--- config.mk ---
export PLATFORM = sky130hd
export DESIGN_NAME = ecl_loader
export DESIGN_NICKNAME = d
export VERILOG_FILES = /design/src/hw/ecl_pkg.sv /design/src/hw/ecl_twi_reader.sv /design/src/hw/ecl_loader.sv
export SDC_FILE = /design/constraint.sdc
export NUM_CORES = 1
export LEC_CHECK = 0
export CORE_UTILIZATION = 47
export DETAILED_ROUTE_END_ITERATION = 8
export DONT_BUFFER_PORTS = 1
export HOLD_SLACK_MARGIN = 0.1
export PLACE_DENSITY = 0.63
export SLEW_MARGIN = 20
export SYNTH_ARGS = -nofsm -noshare
export SYNTH_HDL_FRONTEND = slang
export SYNTH_SLANG_ARGS = --single-unit
--- constraint.sdc ---
create_clock -name core_clk -period 6.8 [get_ports core_clk]
set_input_delay 1.36 -clock core_clk [delete_from_list [all_inputs] [get_ports core_clk]]
set_output_delay 1.36 -clock core_clk [all_outputs]
set_load 0.1 [all_outputs]
--- src/hw/ecl_pkg.sv ---
// ecl_pkg: constants, types and field layouts of the config image loader
// assumes a 25 MHz core clock and an open-drain two-wire bus with pull-ups
package ecl_pkg;

    // bus timing: one quarter of a bit cell, least time rounds up
    localparam int QUARTER_NS  = 2500;
    localparam int CLK_MHZ     = 25;
    localparam int QUARTER_CYC = (QUARTER_NS * CLK_MHZ + 999) / 1000;

    // serial memory target address bytes
    localparam logic [7:0] MEM_WR_BYTE = 8'hA0;
    localparam logic [7:0] MEM_RD_BYTE = 8'hA1;

    // header byte 0 layout
    localparam int HDR_CRC_EN_BIT = 7;
    localparam int HDR_MAP_BIT    = 6;
    localparam int HDR_WIDE_BIT   = 5;

    // image layout
    localparam logic [5:0]  HDR_LEN     = 6'h03;
    localparam logic [15:0] TABLE_BASE  = 16'h0003;
    localparam logic [15:0] BLOCK_BASE  = 16'h0003;
    localparam logic [5:0]  DATA_LEN    = 6'h25;
    localparam logic [5:0]  HDR_IDX_BST = 6'h02;

    // crc-8, x^8+x^2+x+1
    localparam logic [7:0] CRC_POLY = 8'h07;
    localparam logic [7:0] CRC_INIT = 8'h00;

    // values after reset
    localparam logic [7:0] REG01_RESET = 8'h00;

    typedef struct packed {
        logic signal_absent_override;
        logic signal_absent_forced_value;
        logic input_power_down;
        logic oscillator_power_down;
        logic ext_serial_ata_mode_a;
        logic ext_serial_ata_mode_b;
        logic transmit_off_override;
        logic transmit_off_a;
        logic transmit_off_b;
        logic fourth_boost_stage_b;
        logic fourth_boost_stage_a;
        logic quiet_threshold_override;
        logic channel_b_power_down;
        logic channel_a_power_down;
    } ecl_cfg_t;

    localparam ecl_cfg_t CFG_RESET = '0;

    typedef enum {
        M_WAIT, M_HDR, M_TAB, M_DATA, M_CRCB, M_CHECK, M_DONE
    } ecl_main_state_t;

endpackage : ecl_pkg

--- src/hw/ecl_twi_reader.sv ---
// ecl_twi_reader: two-wire master doing one random burst read per command
// assumes sda_sync is already synchronised; open-drain pins, oe high = pull low
`timescale 1ns/1ps
module ecl_twi_reader #(parameter int QUARTER = ecl_pkg::QUARTER_CYC) (
    input  wire logic        core_clk,
    input  wire logic        sys_rst,
    input  wire logic        cmd_go,
    input  wire logic [15:0] cmd_addr,
    input  wire logic        cmd_wide,
    input  wire logic [7:0]  cmd_len,
    input  wire logic        sda_sync,
    output logic             busy,
    output logic             rx_valid,
    output logic [7:0]       rx_data,
    output logic             done,
    output logic             fault,
    output logic             scl_oe,
    output logic             sda_oe
);

    typedef enum {E_IDLE, E_START, E_BIT, E_STOP} ecl_eng_state_t;

    ecl_eng_state_t state;
    logic [1:0]  phase;
    logic [3:0]  bitn;
    logic [7:0]  shreg;
    logic [1:0]  step;
    logic        reading;
    logic [7:0]  left;
    logic [15:0] addr_r;
    logic        wide_r;
    logic [6:0]  qcnt;
    logic        nack;

    function automatic logic [7:0] byte_for(input logic [1:0] s,
                                            input logic [15:0] a);
        unique case (s)
            2'h0: byte_for = ecl_pkg::MEM_WR_BYTE;
            2'h1: byte_for = a[15:8];
            2'h2: byte_for = a[7:0];
            2'h3: byte_for = ecl_pkg::MEM_RD_BYTE;
        endcase
    endfunction : byte_for

    wire       tick      = (state != E_IDLE) &&
                           (qcnt == 7'(QUARTER - 1));
    wire       ack_slot  = (bitn == 4'h8);
    wire [1:0] next_step = (step == 2'h0) ? (wide_r ? 2'h1 : 2'h2) : 2'h2;

    ////////////////////////////////////////////////////////////////////////
    always_ff @(posedge core_clk) begin
        if (sys_rst) begin
            state    <= E_IDLE;
            phase    <= 2'h0;
            bitn     <= 4'h0;
            shreg    <= 8'h00;
            step     <= 2'h0;
            reading  <= 1'b0;
            left     <= 8'h00;
            addr_r   <= 16'h0000;
            wide_r   <= 1'b0;
            qcnt     <= 7'h00;
            nack     <= 1'b0;
            busy     <= 1'b0;
            rx_valid <= 1'b0;
            rx_data  <= 8'h00;
            done     <= 1'b0;
            fault    <= 1'b0;
            scl_oe   <= 1'b0;
            sda_oe   <= 1'b0;
        end else begin
            rx_valid <= 1'b0;
            done     <= 1'b0;
            if (state == E_IDLE) begin
                if (cmd_go) begin
                    state   <= E_START;
                    step    <= 2'h0;
                    reading <= 1'b0;
                    left    <= cmd_len;
                    addr_r  <= cmd_addr;
                    wide_r  <= cmd_wide;
                    fault   <= 1'b0;
                    phase   <= 2'h0;
                    qcnt    <= 7'h00;
                    busy    <= 1'b1;
                end
            end else begin
                qcnt <= tick ? 7'h00 : qcnt + 7'h01;
                if (tick) begin
                    phase <= phase + 2'h1;
                    unique case (state)
                        E_START: begin
                            unique case (phase)
                                2'h0: sda_oe <= 1'b0;
                                2'h1: scl_oe <= 1'b0;
                                2'h2: sda_oe <= 1'b1;
                                2'h3: begin
                                    scl_oe <= 1'b1;
                                    state  <= E_BIT;
                                    bitn   <= 4'h0;
                                    shreg  <= byte_for(step, addr_r);
                                end
                            endcase
                        end
                        E_BIT: begin
                            unique case (phase)
                                // the last byte of a burst is refused so
                                // the memory lets go of data for the stop
                                2'h0: sda_oe <= reading
                                    ? (ack_slot && left != 8'h01)
                                    : (!ack_slot && !shreg[7]);
                                2'h1: scl_oe <= 1'b0;
                                2'h2: begin
                                    if (reading && !ack_slot)
                                        shreg <= {shreg[6:0], sda_sync};
                                    if (!reading && ack_slot)
                                        nack <= sda_sync;
                                end
                                2'h3: begin
                                    scl_oe <= 1'b1;
                                    if (!ack_slot) begin
                                        bitn <= bitn + 4'h1;
                                        if (!reading)
                                            shreg <= {shreg[6:0], 1'b0};
                                    end else begin
                                        bitn <= 4'h0;
                                        if (reading) begin
                                            rx_valid <= 1'b1;
                                            rx_data  <= shreg;
                                            left     <= left - 8'h01;
                                            if (left == 8'h01)
                                                state <= E_STOP;
                                        end else if (nack) begin
                                            fault <= 1'b1;
                                            state <= E_STOP;
                                        end else if (step == 2'h2) begin
                                            step  <= 2'h3;
                                            state <= E_START;
                                        end else if (step == 2'h3) begin
                                            reading <= 1'b1;
                                        end else begin
                                            step  <= next_step;
                                            shreg <= byte_for(next_step,
                                                              addr_r);
                                        end
                                    end
                                end
                            endcase
                        end
                        E_STOP: begin
                            unique case (phase)
                                2'h0: sda_oe <= 1'b1;
                                2'h1: scl_oe <= 1'b0;
                                2'h2: sda_oe <= 1'b0;
                                2'h3: begin
                                    state <= E_IDLE;
                                    done  <= 1'b1;
                                    busy  <= 1'b0;
                                end
                            endcase
                        end
                        default: state <= E_IDLE;
                    endcase
                end
            end
        end
    end

endmodule : ecl_twi_reader

--- src/hw/ecl_loader.sv ---
// ecl_loader: power-up loader of a repeater's settings from a serial memory
// assumes pins are asynchronous to core_clk; memory answers at 0xA0/0xA1
//
// Summary of operation
// - header byte 0: crc, map, wide, count
// - header byte 1 used only in the crc
// - no burst longer than header byte 2, one byte if it is zero
// - device crc at bytes 3,5,7,9
// - device block start at bytes 4,6,8,10
// - block holds 37 consecutive register bytes
// - first block byte: channel power-downs
// - second block byte: power, sata, tx override
// - byte 3 copied whole into register 0x01
// - byte 4 spread into 0x02 and 0x04
// - byte 4 bit meanings, override to tx
// - byte 5 spread into 0x04, 0x06, 0x08
// - byte 5 bit meanings, tx off to idle
// - crc-8 poly 0x07 over 40 bytes
// - start on permit low, done low after
// - release bus and become slave after
// - no map: start from strap and size
`timescale 1ns/1ps
module ecl_loader #(parameter int QUARTER = ecl_pkg::QUARTER_CYC) (
    input  wire logic             core_clk,
    input  wire logic             sys_rst,
    input  wire logic             load_permit_n,
    input  wire logic [3:0]       addr_strap,
    input  wire logic             scl_in,
    input  wire logic             sda_in,
    output logic                  scl_out,
    output logic                  scl_oe,
    output logic                  sda_out,
    output logic                  sda_oe,
    output logic                  load_done_n,
    output logic                  load_busy,
    output logic                  slave_mode,
    output logic                  crc_fail,
    output logic                  memory_fault,
    output logic [7:0]            cfg_reg01,
    output ecl_pkg::ecl_cfg_t     cfg
);

    ecl_pkg::ecl_main_state_t state;

    logic        permit_s1, permit_s2, sda_s1, sda_s2;
    logic [3:0]  strap_s1, strap_s2;
    logic [3:0]  dev_idx;
    logic        go;
    logic [15:0] rd_addr;
    logic [15:0] tab_start;
    logic [5:0]  remain;
    logic [5:0]  bidx;
    logic [7:0]  hdr0, burst, exp_crc, crc;
    logic [7:0]  stage0, stage1, stage2;
    logic        eng_busy, eng_valid, eng_done, eng_fault;
    logic [7:0]  eng_data;

    function automatic logic [7:0] crc8(input logic [7:0] c,
                                        input logic [7:0] d);
        logic [7:0] r;
        r = c ^ d;
        for (int i = 0; i < 8; i++)
            r = r[7] ? ({r[6:0], 1'b0} ^ ecl_pkg::CRC_POLY)
                     : {r[6:0], 1'b0};
        return r;
    endfunction : crc8

    // one decode serves single and multi-device images: the bit positions
    // of the first three block bytes agree in both layouts
    function automatic ecl_pkg::ecl_cfg_t decode(input logic [7:0] b0,
                                                 input logic [7:0] b1,
                                                 input logic [7:0] b2);
        ecl_pkg::ecl_cfg_t c;
        c = ecl_pkg::CFG_RESET;
        c.channel_b_power_down       = b0[1];
        c.channel_a_power_down       = b0[0];
        c.signal_absent_override     = b1[7];
        c.signal_absent_forced_value = b1[6];
        c.input_power_down           = b1[5];
        c.oscillator_power_down      = b1[4];
        c.ext_serial_ata_mode_a      = b1[2];
        c.ext_serial_ata_mode_b      = b1[1];
        c.transmit_off_override      = b1[0];
        c.transmit_off_a             = b2[7];
        c.transmit_off_b             = b2[6];
        c.fourth_boost_stage_b       = b2[4];
        c.fourth_boost_stage_a       = b2[3];
        c.quiet_threshold_override   = b2[1];
        return c;
    endfunction : decode

    ////////////////////////////////////////////////////////////////////////
    wire        fetching  = (state == ecl_pkg::M_HDR) ||
                            (state == ecl_pkg::M_TAB) ||
                            (state == ecl_pkg::M_DATA) ||
                            (state == ecl_pkg::M_CRCB);
    wire        cmd_go    = go && fetching && !eng_busy;
    // a zero burst size would stall the load, so it is taken as one
    wire [7:0]  burst_eff = (burst == 8'h00) ? 8'h01 : burst;
    wire [7:0]  cmd_len   = ({2'h0, remain} < burst_eff)
                            ? {2'h0, remain} : burst_eff;
    wire        cmd_wide  = (state != ecl_pkg::M_HDR) &&
                            hdr0[ecl_pkg::HDR_WIDE_BIT];
    wire        beyond    = dev_idx > hdr0[3:0];
    wire [15:0] tab_addr  = ecl_pkg::TABLE_BASE +
                            {11'h000, dev_idx, 1'b0};
    wire [15:0] map_free  = ecl_pkg::BLOCK_BASE +
                            16'({12'h000, dev_idx} *
                                {10'h000, ecl_pkg::DATA_LEN});
    wire        crc_ok    = !hdr0[ecl_pkg::HDR_CRC_EN_BIT] ||
                            (crc == exp_crc);

    ecl_twi_reader #(.QUARTER(QUARTER)) u_reader (
        .core_clk (core_clk),
        .sys_rst  (sys_rst),
        .cmd_go   (cmd_go),
        .cmd_addr (rd_addr),
        .cmd_wide (cmd_wide),
        .cmd_len  (cmd_len),
        .sda_sync (sda_s2),
        .busy     (eng_busy),
        .rx_valid (eng_valid),
        .rx_data  (eng_data),
        .done     (eng_done),
        .fault    (eng_fault),
        .scl_oe   (scl_oe),
        .sda_oe   (sda_oe)
    );

    ////////////////////////////////////////////////////////////////////////
    // pins are asynchronous; scl_in is not read since no clock stretching
    always_ff @(posedge core_clk) begin
        permit_s1 <= load_permit_n;
        permit_s2 <= permit_s1;
        sda_s1    <= sda_in;
        sda_s2    <= sda_s1;
        strap_s1  <= addr_strap;
        strap_s2  <= strap_s1;
    end

    ////////////////////////////////////////////////////////////////////////
    always_ff @(posedge core_clk) begin
        if (sys_rst) begin
            state        <= ecl_pkg::M_WAIT;
            dev_idx      <= 4'h0;
            go           <= 1'b0;
            rd_addr      <= 16'h0000;
            tab_start    <= 16'h0000;
            remain       <= 6'h00;
            bidx         <= 6'h00;
            hdr0         <= 8'h00;
            burst        <= 8'h00;
            exp_crc      <= 8'h00;
            crc          <= ecl_pkg::CRC_INIT;
            stage0       <= 8'h00;
            stage1       <= 8'h00;
            stage2       <= 8'h00;
            scl_out      <= 1'b0;
            sda_out      <= 1'b0;
            load_done_n  <= 1'b1;
            load_busy    <= 1'b0;
            slave_mode   <= 1'b0;
            crc_fail     <= 1'b0;
            memory_fault <= 1'b0;
            cfg_reg01    <= ecl_pkg::REG01_RESET;
            cfg          <= ecl_pkg::CFG_RESET;
        end else begin
            if (cmd_go)
                go <= 1'b0;
            if (eng_valid) begin
                rd_addr <= rd_addr + 16'h0001;
                bidx    <= bidx + 6'h01;
                remain  <= remain - 6'h01;
                unique case (state)
                    ecl_pkg::M_HDR: begin
                        crc <= crc8(crc, eng_data);
                        if (bidx == 6'h00)
                            hdr0 <= eng_data;
                        if (bidx == ecl_pkg::HDR_IDX_BST)
                            burst <= eng_data;
                    end
                    ecl_pkg::M_TAB: begin
                        if (bidx == 6'h00)
                            exp_crc <= eng_data;
                        else
                            tab_start <= {8'h00, eng_data};
                    end
                    ecl_pkg::M_DATA: begin
                        crc <= crc8(crc, eng_data);
                        if (bidx == 6'h00)
                            stage0 <= eng_data;
                        if (bidx == 6'h01)
                            stage1 <= eng_data;
                        if (bidx == 6'h02)
                            stage2 <= eng_data;
                    end
                    default: exp_crc <= eng_data;
                endcase
            end
            unique case (state)
                ecl_pkg::M_WAIT: begin
                    if (!permit_s2) begin
                        dev_idx   <= strap_s2;
                        rd_addr   <= 16'h0000;
                        remain    <= ecl_pkg::HDR_LEN;
                        bidx      <= 6'h00;
                        go        <= 1'b1;
                        load_busy <= 1'b1;
                        state     <= ecl_pkg::M_HDR;
                    end
                end
                ecl_pkg::M_HDR, ecl_pkg::M_TAB,
                ecl_pkg::M_DATA, ecl_pkg::M_CRCB: begin
                    if (eng_done) begin
                        bidx <= 6'h00;
                        if (eng_fault) begin
                            memory_fault <= 1'b1;
                            state        <= ecl_pkg::M_DONE;
                        end else if (remain != 6'h00) begin
                            bidx <= bidx;
                            go   <= 1'b1;
                        end else if (state == ecl_pkg::M_HDR) begin
                            if (beyond) begin
                                state <= ecl_pkg::M_DONE;
                            end else if (hdr0[ecl_pkg::HDR_MAP_BIT]) begin
                                rd_addr <= tab_addr;
                                remain  <= 6'h02;
                                go      <= 1'b1;
                                state   <= ecl_pkg::M_TAB;
                            end else begin
                                rd_addr <= map_free;
                                remain  <= ecl_pkg::DATA_LEN;
                                go      <= 1'b1;
                                state   <= ecl_pkg::M_DATA;
                            end
                        end else if (state == ecl_pkg::M_TAB) begin
                            rd_addr <= tab_start;
                            remain  <= ecl_pkg::DATA_LEN;
                            go      <= 1'b1;
                            state   <= ecl_pkg::M_DATA;
                        end else if (state == ecl_pkg::M_DATA &&
                                     hdr0[ecl_pkg::HDR_CRC_EN_BIT] &&
                                     !hdr0[ecl_pkg::HDR_MAP_BIT]) begin
                            // without a table the crc sits after the block
                            remain <= 6'h01;
                            go     <= 1'b1;
                            state  <= ecl_pkg::M_CRCB;
                        end else begin
                            state <= ecl_pkg::M_CHECK;
                        end
                    end
                end
                ecl_pkg::M_CHECK: begin
                    // a bad image leaves the reset settings in place
                    if (crc_ok) begin
                        cfg_reg01 <= stage0;
                        cfg       <= decode(stage0, stage1, stage2);
                    end
                    crc_fail <= !crc_ok;
                    state    <= ecl_pkg::M_DONE;
                end
                ecl_pkg::M_DONE: begin
                    load_done_n <= 1'b0;
                    load_busy   <= 1'b0;
                    slave_mode  <= 1'b1;
                end
            endcase
        end
    end

endmodule : ecl_loader

==> results.json <==
{
  "final_cell_mix": "dfxtp_1, nor2_1, nand2_1",
  "ctsRootBufferMaster": "clkbuf_16",
  "async_flop_share_pct": 0,
  "cp.arrival_ns": 3.48,
  "ys_warn_count": 0,
  "finalHoldViolCount": 0,
  "startpoint_type": "flop",
  "cts_tree": "yes",
  "cp_cell_sequence": "inv_1, ha_1, and2_1, nand4_1, a21oi_1, nand4_1, xor2_1, nor3_1",
  "power_density_mw_per_mm2": 244,
  "slowest_stage": "ha_1",
  "relSlewSlack_pct": 32.1,
  "crit_family": "adder cells",
  "initial_utilization_pct": 48.3,
  "cts_hold_buf": 0,
  "post_cts_buffers": 0,
  "numCtsBuffers": 17,
  "internal_power_uw": 1840,
  "antenna_cells_inserted": 0,
  "fp.dieW_um": 147,
  "grt_max_degree": 175,
  "worst_setup_path_end_kind": "flop",
  "fin_area_mm2": 0.0106,
  "antenna_left": 0,
  "vias": 7901,
  "post_cts_resized": 0,
  "r2r_slack_ns": 3.68,
  "drive_gt1_share_pct": 4.85,
  "drt_first_pass_iters": 5,
  "crit_required_ns": 7.17,
  "syn2layout_area_growth_pct": 7.22,
  "path_common_cell": "nand4_1",
  "clock_sinks": 198,
  "post-route-period-util_pct": 45.8,
  "wl_um": 23200,
  "syn_area_mm2": 0.00987,
  "pwr-share-seq_pct": 48.1,
  "dp_hpwl_um": 15800,
  "slew_viol_final": 0,
  "grt_pass1_vias": 7412,
  "finalSetupViolations": 0,
  "min_path_type": "flop to flop",
  "num_io_pins": 40,
  "synth.ff_latch_count": 198,
  "dieArea_mm2": 0.0216,
  "worst-setup-path-type": "flop to flop",
  "wl_per_cell_um": 16.5,
  "die_h_um": 147,
  "tightest_slew_ns": 1.02,
  "ys_types": 70,
  "io_buffers": 0,
  "cp_num_buf_inv": 1,
  "drc": 0,
  "gp_congestion": 0.866,
  "ys_seq_area_share_pct": 40.1,
  "status": "complete, no violations",
  "clk_latency_ns": 0.45,
  "tns_ns": 0,
  "grt_pass1_wl_um": 38600,
  "avgSynthCellArea_um2": 8.45,
  "drtIter0Drc": 542,
  "combPwrFrac_pct": 10.4,
  "antenna_found_initial": 0,
  "core_area_mm2": 0.0204,
  "clockBufferDepth": 2,
  "htree_levels": 4,
  "fin_crit_ns": 3.12,
  "core.rowCount": 52,
  "rsz0062_at_grt": "false",
  "max_stage_delay_ns": 0.83,
  "pwr-share-clk_pct": 41.5,
  "viasPerCell": 5.63,
  "placed_area_mm2": 0.00995,
  "peakVddDrop_uv": 134,
  "clk_pin_slew_ns": 0.08,
  "skew_ns": 0.0137,
  "swShare_pct": 28.8,
  "crit_path_max_fanout": 30,
  "synth_edf_count": 0,
  "syn_inst": 1169,
  "grt.overflow.total": 0,
  "maxCapViolCount": 0,
  "layout.nets": 1170,
  "cellLeakagePower_uw": 0.00401,
  "mostFrequentLayoutCell": "dfxtp_1",
  "power.net_switching_uw": 743,
  "max_freq_mhz": 321,
  "grt_util_all_layers_pct": 22.3,
  "ys.flop_type": "dfxtp_1"
}
[layout make-up]
cell class,instances,area [um2]
repair buffers,4,30.0
inverters,36,135
clock buffers,18,439
fillers,1957,9840
flip-flops and latches,198,3970
multi-input cells,864,5480
well taps,270,338
clock inverters,14,194
[sequential cells by signal, summed over array words and instances (netlist names), 5 cells and up]
| signal | count |
|---|---|
| rd_addr | 16 |
| u_reader.addr_r | 16 |
| cfg | 12 |
| burst | 8 |
| cfg_reg01 | 8 |
| crc | 8 |
| exp_crc | 8 |
| stage0 | 8 |
| tab_start | 8 |
| u_reader.left | 8 |
| u_reader.rx_data | 8 |
| u_reader.shreg | 8 |
| hdr0 | 7 |
| stage1 | 7 |
| u_reader.qcnt | 7 |
| bidx | 6 |
| remain | 6 |
| stage2 | 5 |
[cells in the mapped netlist (15+ instances only)]
library cell / number / area (um2)
o21ai_0: 41 / 205
ha_1: 40 / 500
clkbuf_1: 48 / 180
xor2_1: 34 / 298
nor2_1: 149 / 559
nand3_1: 18 / 90.1
nor3_1: 23 / 115
xnor2_1: 28 / 245
inv_1: 36 / 135
buf_2: 15 / 75.1
dfxtp_1: 198 / 3960
nand2_1: 137 / 514
a21oi_1: 106 / 531
nand4_1: 15 / 93.8
mux2i_1: 78 / 781
[path summary, 6_finish.rpt]
kind,from,endpoint,cells after the start
hold / removal,permit_s1,permit_s2,0
hold reg to reg,permit_s1,permit_s2,0
setup / recovery,u_reader.state[0],u_reader.left[7],8
setup reg to reg,u_reader.state[0],u_reader.left[7],8
[routing by layer]
metal / routed length [um] / GRT usage, %
met5: 0 / 0
met2: 10500 / 35.0
met4: 669 / 9.12
met3: 815 / 3.48
met1: 11200 / 30.6
[cell families (layout without fill, tap and decap cells)]
kind of cell | Yosys count | in the layout | synth area share [%]
fa+ha+maj | 41 | 41 | 5.17
mux | 78 | 78 | 7.91
simple gates | 424 | 424 | 19.7
buf+inv | 108 | 72 | 4.50
compound gates | 254 | 254 | 16.4
xor+xnor | 65 | 65 | 6.17
flops | 198 | 198 | 40.1
other cells | 1 | 2 | 0.0380
[power groups by stage]
stage | Sequential (uW) | Combinational [uW] | Clock, uW
finish | 1240 | 269 | 1070
global route | 1250 | 309 | 1140
CTS | 1240 | 269 | 1090
detailed placement | 1270 | 266 | 0
global placement | 1270 | 264 | 0
floorplan | 1250 | 242 | 0
[stage by stage]
step                total power (uW)  hold WS [ns]  instances  setup WS [ns]  utilization [%]
finish                          2580         0.331       1404           3.68             51.8
global route                    2700         0.341       1404           3.32             51.8
CTS                             2600         0.333       1404           3.71             51.8
detailed placement              1530         0.313       1372           3.73             48.7
global placement                1530         0.309       1372           3.71             48.7
floorplan                       1490         0.310       1170           4.07                -
Power figures use the tool's default switching activity.
